**config.mk**
```make
export PLATFORM = sky130hd
export DESIGN_NAME = spi_master_slave_port
export DESIGN_NICKNAME = d
export VERILOG_FILES = /design/src/spi_port_pkg.sv /design/src/pin_sync.sv /design/src/sck_gen.sv /design/src/spi_master_slave_port.sv
export SDC_FILE = /design/constraint.sdc
export NUM_CORES = 1
export LEC_CHECK = 0
export BUFFER_PORTS_ARGS = -buffer_cell sky130_fd_sc_hd__buf_4
export CAP_MARGIN = 15
export CORE_MARGIN = 2
export CORE_UTILIZATION = 30
export DETAILED_ROUTE_END_ITERATION = 7
export SLEW_MARGIN = 20
export SYNTH_ARGS = -nofsm -noshare
export SYNTH_HDL_FRONTEND = slang
export SYNTH_HIERARCHICAL = 1
export SYNTH_SLANG_ARGS = --single-unit
export TNS_END_PERCENT = 10
```
**constraint.sdc**
```tcl
create_clock -name clk_i -period 3 [get_ports clk_i]
set_clock_uncertainty 0.05 [all_clocks]
set_input_delay 0 -clock clk_i [delete_from_list [all_inputs] [get_ports clk_i]]
set_output_delay 0 -clock clk_i [all_outputs]
set_load 0.01 [all_outputs]
```
**src/spi_port_pkg.sv**
```systemverilog
// constants shared by the synchronous serial port files
// assumes a 10 MHz core clock and no register bus
package spi_port_pkg;
	// mode_select encodings
	localparam logic [3:0] MODE_MASTER_DIV4  = 4'h0;
	localparam logic [3:0] MODE_MASTER_DIV16 = 4'h1;
	localparam logic [3:0] MODE_MASTER_DIV64 = 4'h2;
	localparam logic [3:0] MODE_MASTER_TMR2  = 4'h3;
	localparam logic [3:0] MODE_SLAVE_SEL    = 4'h4;
	localparam logic [3:0] MODE_SLAVE_NOSEL  = 4'h5;
	localparam logic [3:0] MODE_MASTER_RELOAD = 4'ha;
	// control_reg1 field positions
	localparam int CR1_WRITE_COLLISION_BIT  = 7;
	localparam int CR1_EN_BIT    = 5;
	localparam int CR1_CKP_BIT   = 4;
	// status_reg field positions
	localparam int ST_SMP_BIT    = 7;
	localparam int ST_CKE_BIT    = 6;
	localparam int ST_BF_BIT     = 0;
	// half-period counts in core clocks per rate
	localparam logic [7:0] HALF_DIV4  = 8'h02;
	localparam logic [7:0] HALF_DIV16 = 8'h08;
	localparam logic [7:0] HALF_DIV64 = 8'h20;
	localparam logic [3:0] BITS_PER_BYTE = 4'h8;
	localparam logic [7:0] RESET_BYTE    = 8'h00;
endpackage : spi_port_pkg

```
**src/pin_sync.sv**
```systemverilog
// three-stage synchroniser for an external pin
// assumes a single core clock
`timescale 1ns/100ps
module pin_sync #(
	parameter logic INIT = 1'b0
) (
	input  wire logic clk_i,
	input  wire logic rst_i,
	input  wire logic pin_i,
	output logic      level_o
);
	logic s1;
	logic s2;
	logic s3;
	// second and third stage must agree before change
	always_ff @(posedge clk_i or posedge rst_i) begin
		if (rst_i) begin
			s1 <= INIT;
			s2 <= INIT;
			s3 <= INIT;
			level_o <= INIT;
		end else begin
			s1 <= pin_i;
			s2 <= s1;
			s3 <= s2;
			if (s2 == s3) begin
				level_o <= s3;
			end
		end
	end
endmodule : pin_sync

```
**src/sck_gen.sv**
```systemverilog
// master serial-clock half-period tick generator
// assumes a core clock and a synchronised timer_two pulse
`timescale 1ns/100ps
module sck_gen (
	input  wire logic       clk_i,
	input  wire logic       rst_i,
	input  wire logic       run_i,
	input  wire logic [3:0] mode_i,
	input  wire logic [7:0] baud_reload_i,
	input  wire logic       tmr2_tick_i,
	output logic            half_tick_o
);
	logic [8:0] cnt;
	logic [8:0] limit;
	logic       use_tmr;
	// rate selection
	assign use_tmr = (mode_i == spi_port_pkg::MODE_MASTER_TMR2);
	assign limit = (mode_i == spi_port_pkg::MODE_MASTER_DIV16) ? {1'b0, spi_port_pkg::HALF_DIV16} :
		(mode_i == spi_port_pkg::MODE_MASTER_DIV64) ? {1'b0, spi_port_pkg::HALF_DIV64} :
		(mode_i == spi_port_pkg::MODE_MASTER_RELOAD) ? {baud_reload_i, 1'b0} + 9'h002 :
		{1'b0, spi_port_pkg::HALF_DIV4};
	assign half_tick_o = use_tmr ? (run_i & tmr2_tick_i) : (run_i && cnt == limit - 9'h001);
	// count core clocks per half period
	always_ff @(posedge clk_i or posedge rst_i) begin
		if (rst_i) begin
			cnt <= 9'h000;
		end else if (!run_i || half_tick_o || use_tmr) begin
			cnt <= 9'h000;
		end else begin
			cnt <= cnt + 9'h001;
		end
	end
endmodule : sck_gen

```
**src/spi_master_slave_port.sv**
```systemverilog
// spi part of a synchronous serial port, master and slave
// assumes control bits arrive as ports and pins are tri-stated outside
`timescale 1ns/100ps
module spi_master_slave_port (
	input  wire logic       clk_i,
	input  wire logic       rst_i,
	// control_reg1 / status_reg / control_reg3 bits
	input  wire logic       port_enable_i,
	input  wire logic       clock_polarity_i,
	input  wire logic [3:0] mode_select_i,
	input  wire logic       sample_phase_i,
	input  wire logic       clock_edge_select_i,
	input  wire logic       overwrite_enable_i,
	input  wire logic [7:0] baud_reload_i,
	input  wire logic       timer_two_tick_i,
	input  wire logic       sleep_i,
	// software access to data_buffer
	input  wire logic       buf_write_i,
	input  wire logic [7:0] buf_wdata_i,
	input  wire logic       buf_read_i,
	input  wire logic       write_collision_clear_i,
	input  wire logic       xfer_flag_clear_i,
	output logic [7:0]      data_buffer_o,
	output logic            buffer_full_o,
	output logic            write_collision_o,
	output logic            xfer_flag_o,
	output logic            busy_o,
	// serial pins
	input  wire logic       sck_i,
	output logic            sck_o,
	output logic            sck_oe_n_o,
	input  wire logic       sdi_i,
	output logic            sdo_o,
	output logic            sdo_oe_n_o,
	input  wire logic       ss_n_i
);
	typedef enum {ST_IDLE, ST_LEAD, ST_TRAIL} mstate_t;

	// ==========================================================
	// mode decode
	// ==========================================================
	logic is_master;
	logic is_slave;
	logic use_ss;
	logic en;
	// master for rate codes, slave for 0100/0101
	assign en       = port_enable_i;
	assign is_slave = (mode_select_i == spi_port_pkg::MODE_SLAVE_SEL) ||
		(mode_select_i == spi_port_pkg::MODE_SLAVE_NOSEL);
	assign is_master = !is_slave;
	assign use_ss   = (mode_select_i == spi_port_pkg::MODE_SLAVE_SEL);

	// ==========================================================
	// pin synchronisers
	// ==========================================================
	logic sck_s;
	logic sdi_s;
	logic ss_n_s;
	logic tmr_s;
	logic tmr_d;
	pin_sync #(
		.INIT(1'b0)
	) u_sck (
		.clk_i  (clk_i),
		.rst_i  (rst_i),
		.pin_i  (sck_i),
		.level_o(sck_s)
	);
	pin_sync #(
		.INIT(1'b0)
	) u_sdi (
		.clk_i  (clk_i),
		.rst_i  (rst_i),
		.pin_i  (sdi_i),
		.level_o(sdi_s)
	);
	pin_sync #(
		.INIT(1'b1)
	) u_ss (
		.clk_i  (clk_i),
		.rst_i  (rst_i),
		.pin_i  (ss_n_i),
		.level_o(ss_n_s)
	);
	pin_sync #(
		.INIT(1'b0)
	) u_tmr (
		.clk_i  (clk_i),
		.rst_i  (rst_i),
		.pin_i  (timer_two_tick_i),
		.level_o(tmr_s)
	);
	logic sdi_bit;
	// master input is launched by our own clock: the synchroniser delay would eat a fast bit
	assign sdi_bit = is_master ? sdi_i : sdi_s;

	// ==========================================================
	// slave select and module reset
	// ==========================================================
	logic ss_active;
	logic mod_reset;
	assign ss_active = !use_ss || !ss_n_s;
	// select high in the slave-with-select mode (0100), or disable, resets the engine
	assign mod_reset = !en || (is_slave && use_ss && ss_n_s);

	// ==========================================================
	// master clock generation
	// ==========================================================
	mstate_t    mstate;
	mstate_t    next_mstate;
	logic       half_tick;
	logic       tmr_edge;
	logic       m_run;
	logic [3:0] pulse_cnt;
	// timer_two toggles once per output; only rising edges tick, so the output rate is quartered
	assign tmr_edge = tmr_s & ~tmr_d;
	assign m_run    = en && is_master && (mstate != ST_IDLE);
	sck_gen u_gen (
		.clk_i        (clk_i),
		.rst_i        (rst_i),
		.run_i        (m_run),
		.mode_i       (mode_select_i),
		.baud_reload_i(baud_reload_i),
		.tmr2_tick_i  (tmr_edge),
		.half_tick_o  (half_tick)
	);

	// ==========================================================
	// shift engine
	// ==========================================================
	logic [7:0] shift_reg;
	logic [3:0] bit_cnt;
	logic       sck_int;
	logic       sck_prev;
	logic       lead_edge;
	logic       trail_edge;
	logic       sampled;
	logic       in_bit;
	logic       sclk_level;
	logic       byte_done;
	logic       accept_write;
	logic       write_try;
	logic       xfer_busy;
	// internal clock: master own, slave from pin
	// serial clock level differs from the last sampled one
	function automatic logic level_moved(input logic now_lvl, input logic was_lvl);
		return now_lvl != was_lvl;
	endfunction : level_moved
	assign sclk_level = is_master ? sck_int : sck_s;
	assign lead_edge  = en && ss_active && level_moved(sclk_level, sck_prev) && (sclk_level != clock_polarity_i);
	assign trail_edge = en && ss_active && level_moved(sclk_level, sck_prev) && (sclk_level == clock_polarity_i);
	// busy once first bit counted or master started
	assign xfer_busy  = (bit_cnt != 4'h0) || (is_master && mstate != ST_IDLE);
	assign write_try  = buf_write_i && en;
	// no write while busy or while collision pending
	assign accept_write = write_try && !xfer_busy && !write_collision_o &&
		(overwrite_enable_i || 1'b1);
	assign busy_o = xfer_busy;

	// sample edge: cke=1 samples leading, cke=0 samples trailing
	logic sample_edge;
	logic shift_edge;
	assign sample_edge = clock_edge_select_i ? lead_edge : trail_edge;
	assign shift_edge  = clock_edge_select_i ? trail_edge : lead_edge;
	// end-phase sampling in master latches data at the sample edge and shifts it in at the shift edge
	logic late_sample;
	assign late_sample = is_master && sample_phase_i;
	assign byte_done   = (late_sample ? shift_edge : sample_edge) && (bit_cnt == spi_port_pkg::BITS_PER_BYTE - 4'h1);

	// master sequencer
	always_comb begin
		next_mstate = mstate;
		case (mstate)
			ST_IDLE: begin
				if (accept_write && is_master) begin
					next_mstate = ST_LEAD;
				end
			end
			ST_LEAD: begin
				if (half_tick) begin
					next_mstate = ST_TRAIL;
				end
			end
			ST_TRAIL: begin
				if (half_tick) begin
					// stop after eight pulses, whatever the sampling mode
					next_mstate = (pulse_cnt == spi_port_pkg::BITS_PER_BYTE) ? ST_IDLE : ST_LEAD;
				end
			end
			default: begin
				next_mstate = ST_IDLE;
			end
		endcase
		if (!en || !is_master) begin
			next_mstate = ST_IDLE;
		end
	end

	// master sequencer state and clock level
	always_ff @(posedge clk_i or posedge rst_i) begin
		if (rst_i) begin
			mstate    <= ST_IDLE;
			sck_int   <= 1'b0;
			tmr_d     <= 1'b0;
			pulse_cnt <= 4'h0;
		end else begin
			mstate  <= next_mstate;
			tmr_d   <= tmr_s;
			// active-going half ticks counted per byte
			if (next_mstate == ST_IDLE) begin
				pulse_cnt <= 4'h0;
			end else if (mstate == ST_LEAD && half_tick) begin
				pulse_cnt <= pulse_cnt + 4'h1;
			end
			if (next_mstate == ST_IDLE || !en) begin
				sck_int <= clock_polarity_i;
			end else if (half_tick) begin
				sck_int <= ~sck_int;
			end
		end
	end

	// edge tracking
	always_ff @(posedge clk_i or posedge rst_i) begin
		if (rst_i) begin
			sck_prev <= 1'b0;
		end else if (!en) begin
			sck_prev <= clock_polarity_i;
		end else begin
			sck_prev <= sclk_level;
		end
	end

	// shift register and bit counter, msb first
	always_ff @(posedge clk_i or posedge rst_i) begin
		if (rst_i) begin
			shift_reg <= spi_port_pkg::RESET_BYTE;
			bit_cnt   <= 4'h0;
			in_bit    <= 1'b0;
			sampled   <= 1'b0;
		end else if (mod_reset) begin
			bit_cnt <= 4'h0;
			sampled <= 1'b0;
			// slave reply may be preloaded while deselected
			if (accept_write) begin
				shift_reg <= buf_wdata_i;
			end
		end else begin
			if (accept_write) begin
				shift_reg <= buf_wdata_i;
				sampled   <= 1'b0;
			end
			if (sample_edge) begin
				in_bit  <= sdi_bit;
				sampled <= 1'b1;
				if (!late_sample) begin
					shift_reg <= {shift_reg[6:0], sdi_bit};
					bit_cnt   <= byte_done ? 4'h0 : bit_cnt + 4'h1;
				end
			end
			if (shift_edge && late_sample && sampled) begin
				shift_reg <= {shift_reg[6:0], in_bit};
				bit_cnt   <= byte_done ? 4'h0 : bit_cnt + 4'h1;
			end
		end
	end

	// ==========================================================
	// receive buffer and status flags
	// ==========================================================
	logic [7:0] done_byte;
	assign done_byte = late_sample ? {shift_reg[6:0], in_bit} : {shift_reg[6:0], sdi_bit};
	// buffer: written by software or by a completed byte
	always_ff @(posedge clk_i or posedge rst_i) begin
		if (rst_i) begin
			data_buffer_o     <= spi_port_pkg::RESET_BYTE;
			buffer_full_o     <= 1'b0;
			xfer_flag_o       <= 1'b0;
			write_collision_o <= 1'b0;
		end else begin
			if (byte_done && !mod_reset) begin
				data_buffer_o <= done_byte;
			end else if (accept_write) begin
				data_buffer_o <= buf_wdata_i;
			end
			// set wins over read clear
			if (byte_done && !mod_reset) begin
				buffer_full_o <= 1'b1;
			end else if (buf_read_i) begin
				buffer_full_o <= 1'b0;
			end
			// completion flag sets on a completed byte whatever sleep_i is; sleep_i is not used
			if (byte_done && !mod_reset) begin
				xfer_flag_o <= 1'b1;
			end else if (xfer_flag_clear_i) begin
				xfer_flag_o <= 1'b0;
			end
			if (write_try && xfer_busy) begin
				write_collision_o <= 1'b1;
			end else if (write_collision_clear_i) begin
				write_collision_o <= 1'b0;
			end
		end
	end

	// ==========================================================
	// pin drivers
	// ==========================================================
	// msb presented before first edge when edge select set
	assign sdo_o      = shift_reg[7];
	// output enable low while driving; float when deselected
	assign sdo_oe_n_o = !(en && ss_active);
	assign sck_o      = en ? sck_int : clock_polarity_i;
	assign sck_oe_n_o = !(en && is_master);
endmodule : spi_master_slave_port

```
Word level (Yosys, flattened, before mapping):

Cells that the tools add are included.

* muxes and demuxes: 44
* eq/ne operators: 20
* reduce and logical (&&, ||, !) cells: 53
* add/sub/neg operators: 5
* bitwise gates (word level): 5

Operator list (count)
* $mux W32: 4
* $pmux W32 S3: 1
* $eq A32 B2 Y1 const B: 2
* $logic_not A32 Y1: 2
* $mux W8: 7
* $mux W9: 4
* $eq A32 B1 Y1 const B: 1
* $reduce_bool A32 Y1: 1
* $mux W4: 7
* $logic_and A1 B1 Y1: 21
* $mux W1: 21
* $eq A4 B3 Y1 const B: 3
* $reduce_bool A2 Y1: 6
* $logic_not A1 Y1: 10
* $add A9 B1 Y9 const B: 1
* $add A9 B2 Y9 const B: 1
* $eq A9 B9 Y1: 1
* $sub A9 B1 Y9 const B: 1
* $add A4 B1 Y4 const B: 2
* $eq A4 B2 Y1 const B: 2
* $eq A4 B4 Y1 const B: 2
* $logic_or A1 B1 Y1: 8
* $reduce_bool A3 Y1: 2
* $eq A1 B1 Y1: 5
* other kinds (7): 12

* input bits: 36
* logic and storage cells: 157
* output and inout port bits: 16
* flip-flop bits (word level): 89

Logic depth before layout (Yosys ltp):

Gate-level depths: netlist (run 1).

* depth in word-level cells: 15
* gate-level depth with buffers: 16
* gate-level depth less buffers: 16

Hierarchy:

Netlist (run 1), hierarchy kept.

Modules (own cells, without submodules)
* spi_master_slave_port: cells each 240, area an instance 2751.4 µm², times used 1, sequential area each 1601.5 µm²
* sck_gen: cells each 119, area an instance 1001.0 µm², times used 1, sequential area each 225.2 µm²
* pin_sync (u_sck ...): cells each 6, area an instance 115.1 µm², times used 3, sequential area each 100.1 µm²
* pin_sync (u_ss): cells each 6, area an instance 120.1 µm², times used 1, sequential area each 105.1 µm²

Worst setup path before layout (run 1):

Ideal clock, no wire load.

* path kind: input port to flip-flop
* start point: in baud_reload_i[0]
* end point: reg pulse_cnt[3]
* arrival time: 2564 ps
* cell stages on the path: 14
* path slack: 262 ps
* setup time: 124 ps
* path buffers: 0
* cells stage by stage: ha_1 -> xnor2_1 -> o22ai_1 -> a211oi_2 -> nand3_1 -> a31oi_1 -> xor2_1 -> nand4b_1 -> a21oi_1 -> nand2_1 -> nor3_1 -> nand4_1 -> xor2_1 -> nor2_1

* longest elaborated chain between the ends: 13
* elaborated cells on any way between the ends: 16
* classes of those cells: 2 x add/sub; 1 x eq/ne; 9 x mux; 4 x reduce/logical

RTL lines
* from (decl): RTL line spi_master_slave_port.sv:14 `input wire logic [7:0] baud_reload_i,`
* $add A9 B2 Y9 *: RTL line sck_gen.sv:20 `(mode_i == spi_port_pkg::MODE_MASTER_RELOAD) ? {baud_reload_i, 1'b0} + 9'h002 :`
* $mux W9 *: RTL line sck_gen.sv:20
* $mux W9 *: RTL line sck_gen.sv:19 `(mode_i == spi_port_pkg::MODE_MASTER_DIV64) ? {1'b0, spi_port_pkg::HALF_DIV64} :`
* $mux W9 *: RTL line sck_gen.sv:18 `assign limit = (mode_i == spi_port_pkg::MODE_MASTER_DIV16) ? {1'b0, spi_port_pkg::HALF_DIV16} :`
* $sub A9 B1 Y9 *: RTL line sck_gen.sv:22 `assign half_tick_o = use_tmr ? (run_i & tmr2_tick_i) : (run_i && cnt == limit - 9'h001);`
* $eq A9 B9 Y1 *: RTL line sck_gen.sv:22
* $logic_and A1 B1 Y1 *: RTL line sck_gen.sv:22
* $mux W1 *: RTL line sck_gen.sv:22
* named net half_tick: RTL line spi_master_slave_port.sv:111 `logic half_tick;`
* $mux W32, on equally long branches: RTL line spi_master_slave_port.sv:185, spi_master_slave_port.sv:180
* $pmux W32 S3: RTL line spi_master_slave_port.sv:173 `case (mstate)`
* $mux W32: RTL line spi_master_slave_port.sv:194 `if (!en || !is_master) begin`
* $logic_not A32 Y1: RTL line spi_master_slave_port.sv:210 `if (next_mstate == ST_IDLE) begin`
* $mux W4 / $reduce_bool A2 Y1 (equally long branches)
* to (signal assigned): RTL line spi_master_slave_port.sv:213 `pulse_cnt <= pulse_cnt + 4'h1;`
* to (decl): RTL line spi_master_slave_port.sv:114 `logic [3:0] pulse_cnt;`

The timed path passes the listed nets; every way through them passes the cells marked *.
A chain may end at the register's enable or synchronous reset.

Final worst setup path (run 1):

* start point: in baud_reload_i[0]
* end point: reg sck_int

* longest elaborated chain between the ends: 14
* elaborated cells on any way between the ends: 16
* classes of those cells: 2 x add/sub; 1 x eq/ne; 9 x mux; 4 x reduce/logical

RTL lines
* $add A9 B2 Y9 *: RTL line sck_gen.sv:20
* $mux W9 *: RTL line sck_gen.sv:20
* $mux W9 *: RTL line sck_gen.sv:19
* $mux W9 *: RTL line sck_gen.sv:18
* $sub A9 B1 Y9 *: RTL line sck_gen.sv:22
* $eq A9 B9 Y1 *: RTL line sck_gen.sv:22
* $logic_and A1 B1 Y1 *: RTL line sck_gen.sv:22
* $mux W1 *: RTL line sck_gen.sv:22
* named net half_tick: RTL line spi_master_slave_port.sv:111
* $mux W32, on equally long branches: RTL line spi_master_slave_port.sv:185, spi_master_slave_port.sv:180
* $pmux W32 S3: RTL line spi_master_slave_port.sv:173
* $mux W32: RTL line spi_master_slave_port.sv:194
* $logic_not A32 Y1: RTL line spi_master_slave_port.sv:215 `if (next_mstate == ST_IDLE || !en) begin`
* $logic_or A1 B1 Y1: RTL line spi_master_slave_port.sv:215
* $mux W1 / $reduce_bool A2 Y1 (equally long branches)
* to (signal assigned): RTL line spi_master_slave_port.sv:216 `sck_int <= clock_polarity_i;`
* to (signal assigned): RTL line spi_master_slave_port.sv:218 `sck_int <= ~sck_int;`
* to (decl): RTL line spi_master_slave_port.sv:133 `logic sck_int;`

Marks and branches as above.

==> summary.md, run 1 <==
| Metric | Value |
|---|---|
| First-pass GRT wire length | `14.3 mm` |
| Worst min-delay path class | `in2async` |
| Ys Warns | `6` |
| Post-synthesis instance total | `383` |
| Placer's final routability congestion estimate | `0.813` |
| Area leader, netlist | `dfrtp_1` |
| CP top delay family | `compound AO/OA/AOI/OAI gates` |
| MaxCap Viol Count | `0` |
| CTS sink count | `89` |
| Slowest cell on crit path | `a211oi_2` |
| Min Hold Slack | `0.0945 ns` |
| Utilization after layout | `0.391` |
| Number of diodes | `0` |
| Die Y | `~120 um` |
| Yosys reg bits | `89` |
| Share of cells above drive strength 1 | `0.232` |
| TritonCTS clock tree | `done` |
| Crit Path Category | `in2reg` |
| Worst setup SP type | `input pin` |
| Rel. slew slack | `0.565` |
| Count of cell types in the netlist | `a little over 60` |
| Sum Neg Setup Slack | `0 ns` |
| Post-Synthesis Cell Area | `0.00422 sq mm` |
| Largest net degree at the start of global routing | `35` |
| Routed wire length | `8.30 mm` |
| Synth async-reset ratio | `1.00` |
| # DRC | `0` |
| Yosys top cell area share | `0.504` |
| Detailed Place HPWL | `slightly above 6 mm` |
| CP Capture Type | `flip-flop` |
| Most flop-heavy register | `mstate` |
| Final worst path period share | `0.889` |
| EDFF count, synth | `0` |
| Lkg Pwr | `about 2.3 nW` |
| Fin nets | `approximately 530` |
| Critical Path RT | `about 3.2 ns` |
| Port bufs | `49` |
| Ports | `52` |
| Vias | `3056` |
| Initial DRT Pass Iterations | `6` |
| Largest registers | `mstate (32), u_gen/cnt (9)` |
| Setup-failing EPs final | `0` |
| Clock Pin Slew Worst Setup and Hold Paths | `0.06 ns` |
| Worst r2r src | `mstate[8]` |
| Global route total overflow | `0` |
| Top_reg_cell synth | `dfrtp_1` |
| Clk root buf | `clkbuf_16` |
| Most common cell in the synthesized netlist | `dfrtp_1` |
| Sequential area share after synthesis | `0.529` |
| Pwr dens | `around 560 mW/mm^2` |
| Avg WL per Cell | `about 12 um` |
| Vias in the first global route | `3081` |
| Dominant cells by area after synthesis | `dfrtp_1 50%, mux2i_1 4.7%, xor2_1 3.5%, xnor2_1 3.3%, nor2_1 3.3%` |
| CTS-repair resized insts | `0` |
| H-tree levels | `3` |
| Initial antenna violation count | `0` |
| Num CTS Buffers | `9` |
| Avg Cell Area, Syn | `11.0 sq um` |
| Commonest cells post-synth | `85 x dfrtp_1, 37 x nor2_1, 32 x nand2_1` |
| Die area | `0.0150 sq mm` |
| Outcome | `completed` |
| Unrepaired setup endpoints after global routing | `no` |
| Hold Fails Final Rpt | `0` |
| Worst-path fanout max | `6` |
| Worst VDD drop | `232 uV` |
| Crit path largest cell delay | `0.35 ns` |
| Core area | `~0.014 sq mm` |
| Design area | `0.00541 sq mm` |
| Initial DRC Count | `142` |
| Reg2reg setup slack | `0.38 ns` |
| Cell Chain, Critical Path | `buf_4, ha_1, xnor2_1, o22ai_1, a211oi_2, nand3_1, a31oi_1, xor2_1, nand4b_1, a21oi_1, buf_4, nor3b_1, o21ai_0, nand3_1, o21ai_0` |
| Buf+Inv Stages, Crit Path | `2` |
| Longest Clk Path Bufs | `2` |
| FMAX | `around 0.37 GHz` |
| GRT Util Overall | `0.121` |
| Post-route ant nets | `0` |
| Via density | `4.53` |
| Buffers inserted by post-CTS timing repair | `0` |
| Rows | `43` |
| DP Area | `0.00490 sq mm` |
| Die X | `123 um` |
| Starting density of the core | `0.305` |
| Worst-margin pin slew | `0.652 ns` |
| Area growth from synthesis to layout | `28.2%` |
| Max FFs per register | `32` |
| Arr. time, crit path | `2.83 ns` |
| Tmin final | `2.67 ns` |
| Clock latency on the worst-skew pair | `0.34 ns` |
| Worst Setup SP | `baud_reload_i[0]` |
| Count of pins over their slew limit | `0` |
[kinds of logic after synthesis]
group / count (synthesis) / share of synthesized area
fa+ha+maj: 11 / 0.0314
compound gates: 54 / 0.0937
mux: 23 / 0.0555
xor+xnor: 33 / 0.0685
other cells: 1 / 0.000889
simple gates: 141 / 0.182
flops: 89 / 0.529
buf+inv: 31 / 0.0383
[tightest hold or removal path: stages]
cell	delay (ns)
dlygate4sd3_1	0.53
buf_4	0.16
inv_1	0.13
[final cells by class]
class	count	area, sq um
clock buffers	10	239
well taps	180	225
inverters	21	78.8
multi-input cells	292	1930
fillers	1343	8420
flip-flops and latches	89	2230
clock inverters	6	72.6
repair buffers	77	626
[final timing paths]
check | to | depth (start not counted)
worst max-delay path | sck_int | 15
worst min-delay path | u_tmr/level_o | 3
worst max register to register | sck_int | 13
worst min register to register | u_sck/s2 | 0
max in group asynchronous | mstate[7] | 4
min in group clk_i | data_buffer_o[0] | 5
[through the flow]
step           cells  worst slack, ns  power (W)
6_report         675            0.332    0.00304
3_5_place_dp     640          -0.0496    0.00190
3_3_place_gp     640           0.0649    0.00188
2_1_floorplan    412            0.262    0.00171
4_1_cts          675            0.292    0.00309
5_1_grt          675           0.0430    0.00321
[per-layer routing]
layer	vias to the layer above	GRT usage	share of wire
li1	1507	-	-
met1	1511	0.150	0.43
met2	27	0.202	0.52
met3	11	0.0242	0.024
met4	0	0.0596	0.024
met5	-	0	0
[cell usage in the layout, fill, tap and decap left out, types with 9 or more instances in the layout]
cell	Yosys	final
xnor2_1	16	16
conb_1	1	30
xor2_1	17	17
o21ai_0	10	10
buf_4	3	58
clkbuf_16	0	9
a21oi_1	13	13
inv_1	21	20
nor2_1	37	37
nor2_2	9	9
dlygate4sd3_1	0	19
mux2i_1	20	20
dfrtp_1	85	85
nand2_1	32	32
nand3_1	9	9
[repair_timing]
item	in CTS	in global routing
endpoints found under the hold margin	82	0
endpoints found under the setup margin	0	1
hold buffers	19	0
[power by group]
group / switching, W / internal (W) / total, W
logic: 0.000231 / 0.000242 / 0.000473
clock network: 0.000472 / 0.000678 / 0.00115
registers: 0.0000868 / 0.00133 / 0.00142
No activity file was read; power rests on OpenSTA's default activity.
==> run 2, diff against run 1 <==
Settings changed: SYNTH_HIERARCHICAL 1 to unset.
==> summary.md, run 2 <==
| Metric | Value |
|---|---|
| Outcome | `completed (unchanged)` |
| Largest registers | `mstate (32), u_gen.cnt (9) (was mstate (32), u_gen/cnt (9))` |
| Worst-path fanout max | `4 (was 6)` |
| Final worst path period share | `0.902 (was 0.889)` |
| Setup-failing EPs final | `0 (unchanged)` |
| Share of cells above drive strength 1 | `0.214 (was 0.232)` |
| Crit Path Category | `reg2reg (was in2reg)` |
| Worst VDD drop | `389 uV (was 232 uV)` |
| Synth async-reset ratio | `1.00 (unchanged)` |
| Worst r2r src | `mstate[9] (was mstate[8])` |
| Initial DRT Pass Iterations | `4 (was 6)` |
| Dominant cells by area after synthesis | `dfrtp_1 48%, mux2i_1 3.9%, nor2_1 3.7%, nand2_1 3.2%, xnor2_1 2.6% (was dfrtp_1 50%, mux2i_1 4.7%, xor2_1 3.5%, xnor2_1 3.3%, nor2_1 3.3%)` |
| Ys Warns | `0 (was 6)` |
| Clock latency on the worst-skew pair | `0.34 ns (about the same)` |
| Ports | `52 (unchanged)` |
| Largest net degree at the start of global routing | `63 (was 35)` |
| Fin nets | `576 (was 533)` |
| DP Area | `0.00519 sq mm (was 0.00490 sq mm)` |
| Arr. time, crit path | `2.87 ns (was 2.83 ns)` |
| Mux share of post-synthesis cell area | `0.0521 (was 0.0555)` |
| Max FFs per register | `32 (unchanged)` |
| Worst-margin pin slew | `0.719 ns (was 0.652 ns)` |
| Lkg Pwr | `2.52 nW (was 2.35 nW)` |
| Design area | `0.00570 sq mm (was 0.00541 sq mm)` |
| Rel. slew slack | `0.521 (was 0.565)` |
| Simple-Gate Fraction of Synth Area | `0.186 (was 0.182)` |
| H-tree levels | `3 (unchanged)` |
| Yosys reg bits | `89 (unchanged)` |
| Clock Pin Slew Worst Setup and Hold Paths | `0.07 ns (was 0.06 ns)` |
| MaxCap Viol Count | `0 (unchanged)` |
| Rows | `44 (was 43)` |
| Top_reg_cell synth | `dfrtp_1 (unchanged)` |
| Tmin final | `2.71 ns (was 2.67 ns)` |
| Port bufs | `49 (unchanged)` |
| EDFF count, synth | `0 (unchanged)` |
| # DRC | `0 (unchanged)` |
| Post-Synthesis Cell Area | `0.00442 sq mm (was 0.00422 sq mm)` |
| Die X | `125 um (was 123 um)` |
| Crit path to | `sck_int (unchanged)` |
| TritonCTS clock tree | `done (unchanged)` |
| Avg Cell Area, Syn | `10.5 sq um (was 11.0 sq um)` |
| Pre-CTS setup slack | `-0.0134 ns (was -0.0496 ns)` |
| Internal cell power | `0.00223 W (was 0.00225 W)` |
| CTS sink count | `89 (unchanged)` |
| Reg2reg path depth | `10 (was 13)` |
| Sum Neg Setup Slack | `0 ns (unchanged)` |
| Compound-Gate Fraction of Synth Area | `0.144 (was 0.0937)` |
| Via density | `4.82 (was 4.53)` |
| Initial DRC Count | `158 (was 142)` |
| Commonest cells post-synth | `85 x dfrtp_1, 43 x nor2_1, 38 x nand2_1 (was 85 x dfrtp_1, 37 x nor2_1, 32 x nand2_1)` |
| Fillers | `1422 (was 1343)` |
| Most flop-heavy register | `mstate (unchanged)` |
| Hold Fails Final Rpt | `0 (unchanged)` |
| Area growth from synthesis to layout | `29.0% (was 28.2%)` |
| Sw frac | `0.264 (was 0.259)` |
| CP Capture Type | `flip-flop (unchanged)` |
| Vias | `3477 (was 3056)` |
| Area leader, netlist | `dfrtp_1 (unchanged)` |
| Most common cell in the synthesized netlist | `dfrtp_1 (unchanged)` |
| Longest Clk Path Bufs | `2 (unchanged)` |
| Die area | `0.0157 sq mm (was 0.0150 sq mm)` |
| Die Y | `125 um (was 123 um)` |
| Pwr dens | `532 mW/mm^2 (was 563 mW/mm^2)` |
| Commonest non-fill, non-tap cell in the layout | `dfrtp_1 (unchanged)` |
| Avg WL per Cell | `13.0 um (was 12.3 um)` |
| Post-synthesis xor/xnor area fraction | `0.0515 (was 0.0685)` |
| Commonest cells after routing, fill and taps aside | `85 x dfrtp_1, 68 x buf_4, 42 x nor2_1, 38 x nand2_1, 30 x conb_1 (was 85 x dfrtp_1, 58 x buf_4, 37 x nor2_1, 32 x nand2_1, 30 x conb_1)` |
| FMAX | `0.370 GHz (was 0.375 GHz)` |
| Number of diodes | `0 (unchanged)` |
| Placer's final routability congestion estimate | `0.816 (was 0.813)` |
| Count of cell types in the netlist | `73 (was 61)` |
| Clk pwr share | `0.373 (was 0.378)` |
| GRT Util Overall | `0.126 (was 0.121)` |
| Vias in the first global route | `3432 (was 3081)` |
| Largest family of logic cells by synthesized area | `simple AND/OR/NAND/NOR gates (unchanged)` |
| Global route total overflow | `0 (unchanged)` |
| Utilization after layout | `0.394 (was 0.391)` |
| Post-synthesis instance total | `420 (was 383)` |
| Routed wire length | `9.40 mm (was 8.30 mm)` |
| Initial antenna violation count | `0 (unchanged)` |
| Comb pwr share | `0.158 (was 0.156)` |
| Register area | `0.00223 sq mm (unchanged)` |
| Reg2reg setup slack | `0.29 ns (was 0.38 ns)` |
| Flop pwr share | `0.470 (was 0.467)` |
| Starting density of the core | `0.305 (about the same)` |
| Worst Setup SP | `mstate[9] (was baud_reload_i[0])` |
| Post-route ant nets | `0 (unchanged)` |
| Setup ws final | `0.295 ns (was 0.332 ns)` |
| RR Endpoint | `sck_int (unchanged)` |
| Worst setup SP type | `flip-flop (was input pin)` |
| NetSw | `0.000800 W (was 0.000789 W)` |
| Critical Path RT | `3.16 ns (about the same)` |
| Detailed Place HPWL | `6.86 mm (was 6.19 mm)` |
| Post-Synth Adder-Cell Area | `0.0289 (was 0.0314)` |
| Num CTS Buffers | `9 (unchanged)` |
| First-pass GRT wire length | `16.4 mm (was 14.3 mm)` |
| Clk root buf | `clkbuf_16 (unchanged)` |
| Worst min-delay path class | `in2reg (was in2async)` |
| Yosys top cell area share | `0.481 (was 0.504)` |
| Count of pins over their slew limit | `0 (unchanged)` |
| Multi-input logic area | `0.00216 sq mm (was 0.00193 sq mm)` |
| Core area | `0.0145 sq mm (was 0.0138 sq mm)` |
| Sequential area share after synthesis | `0.505 (was 0.529)` |
[run 2: cell types whose count changed after synthesis, moves of 6 or more]
cell / previous run / this run
nand2_1: 32 / 38
clkbuf_1: 2 / 8
nor3_1: 5 / 13
nor2_1: 37 / 43
a21oi_1: 13 / 20
a21oi_2: 7 / 1
nor2_2: 9 / 0
[run 2: per-layer routing]
layer	part of all wire	vias to the layer above	wire, um	GRT usage
met4	0.0066	0	62	0.0353
met1	0.47	1702	4410	0.170
li1	-	1697	-	-
met5	0	-	0	0
met3	0.037	6	350	0.0291
met2	0.49	72	4570	0.203
[run 2: area by class of cell]
| class | count | area share |
|---|---|---|
| Clock buffer | 9 | 0.0395 |
| Clock inverter | 7 | 0.0136 |
| Inverter | 18 | 0.0123 |
| Multi-Input combinational cell | 328 | 0.380 |
| Sequential cell | 89 | 0.392 |
| Tap cell | 184 | 0.0404 |
| Timing Repair Buffer | 87 | 0.123 |
[run 2: power by group through the flow]
stage                     clock (W)  combinational [W]  sequential [W]
after floorplan                   0           0.000262         0.00144
after global placement            0           0.000448         0.00144
after detailed placement          0           0.000458         0.00144
after CTS                   0.00117           0.000482         0.00142
after global routing        0.00122           0.000536         0.00144
final                       0.00113           0.000478         0.00142
[run 2: critical path, cell delays in order, from the launching register on]
cell and delay (ns):
dfrtp_1 0.36, nor4_1 0.32, nand4_1 0.27, nor2_2 0.18, nand2_1 0.10, a2111o_1 0.47, nor2_1 0.10, a311oi_1 0.08
a221o_1 0.34, a211oi_1 0.23, nor3_1 0.07
[run 2: cell families after synthesis]
kind of cell	after synthesis
buffers and inverters	32
and+or+nand+nor	157
xor gates and xnor gates	26
adders and majority gates	11
DFF	89
muxes	22
AOI/OAI and AO/OA	82
other	1
[run 2: worst min path at each step]
stage | start | end | slack, ns | cells after the start
global route | port_enable_i | bit_cnt[1] | 0.13 | 4
CTS | port_enable_i | bit_cnt[1] | 0.09 | 4
detailed placement | ss_n_i | u_ss.s1 | 0.06 | 1
finish | port_enable_i | bit_cnt[1] | 0.1 | 4
global placement | ss_n_i | u_ss.s1 | 0.06 | 1
floorplan | ss_n_i | u_ss.s1 | -0.05 | 0
[run 2: through the flow]
step           total power (W)  hold slack (ns)  instances
6_report               0.00303           0.0987        722
5_1_grt                0.00320            0.132        722
4_1_cts                0.00308           0.0870        721
3_5_place_dp           0.00190           0.0610        686
3_3_place_gp           0.00189           0.0608        686
2_1_floorplan          0.00170          -0.0455        449
[run 2: timing repair]
action | CTS | global route
resized for setup | 0 | 2
hold buffers | 19 | 0
hold endpoints to repair | 80 | 0
buffers inserted | 0 | 1
setup endpoints to repair | 0 | 6
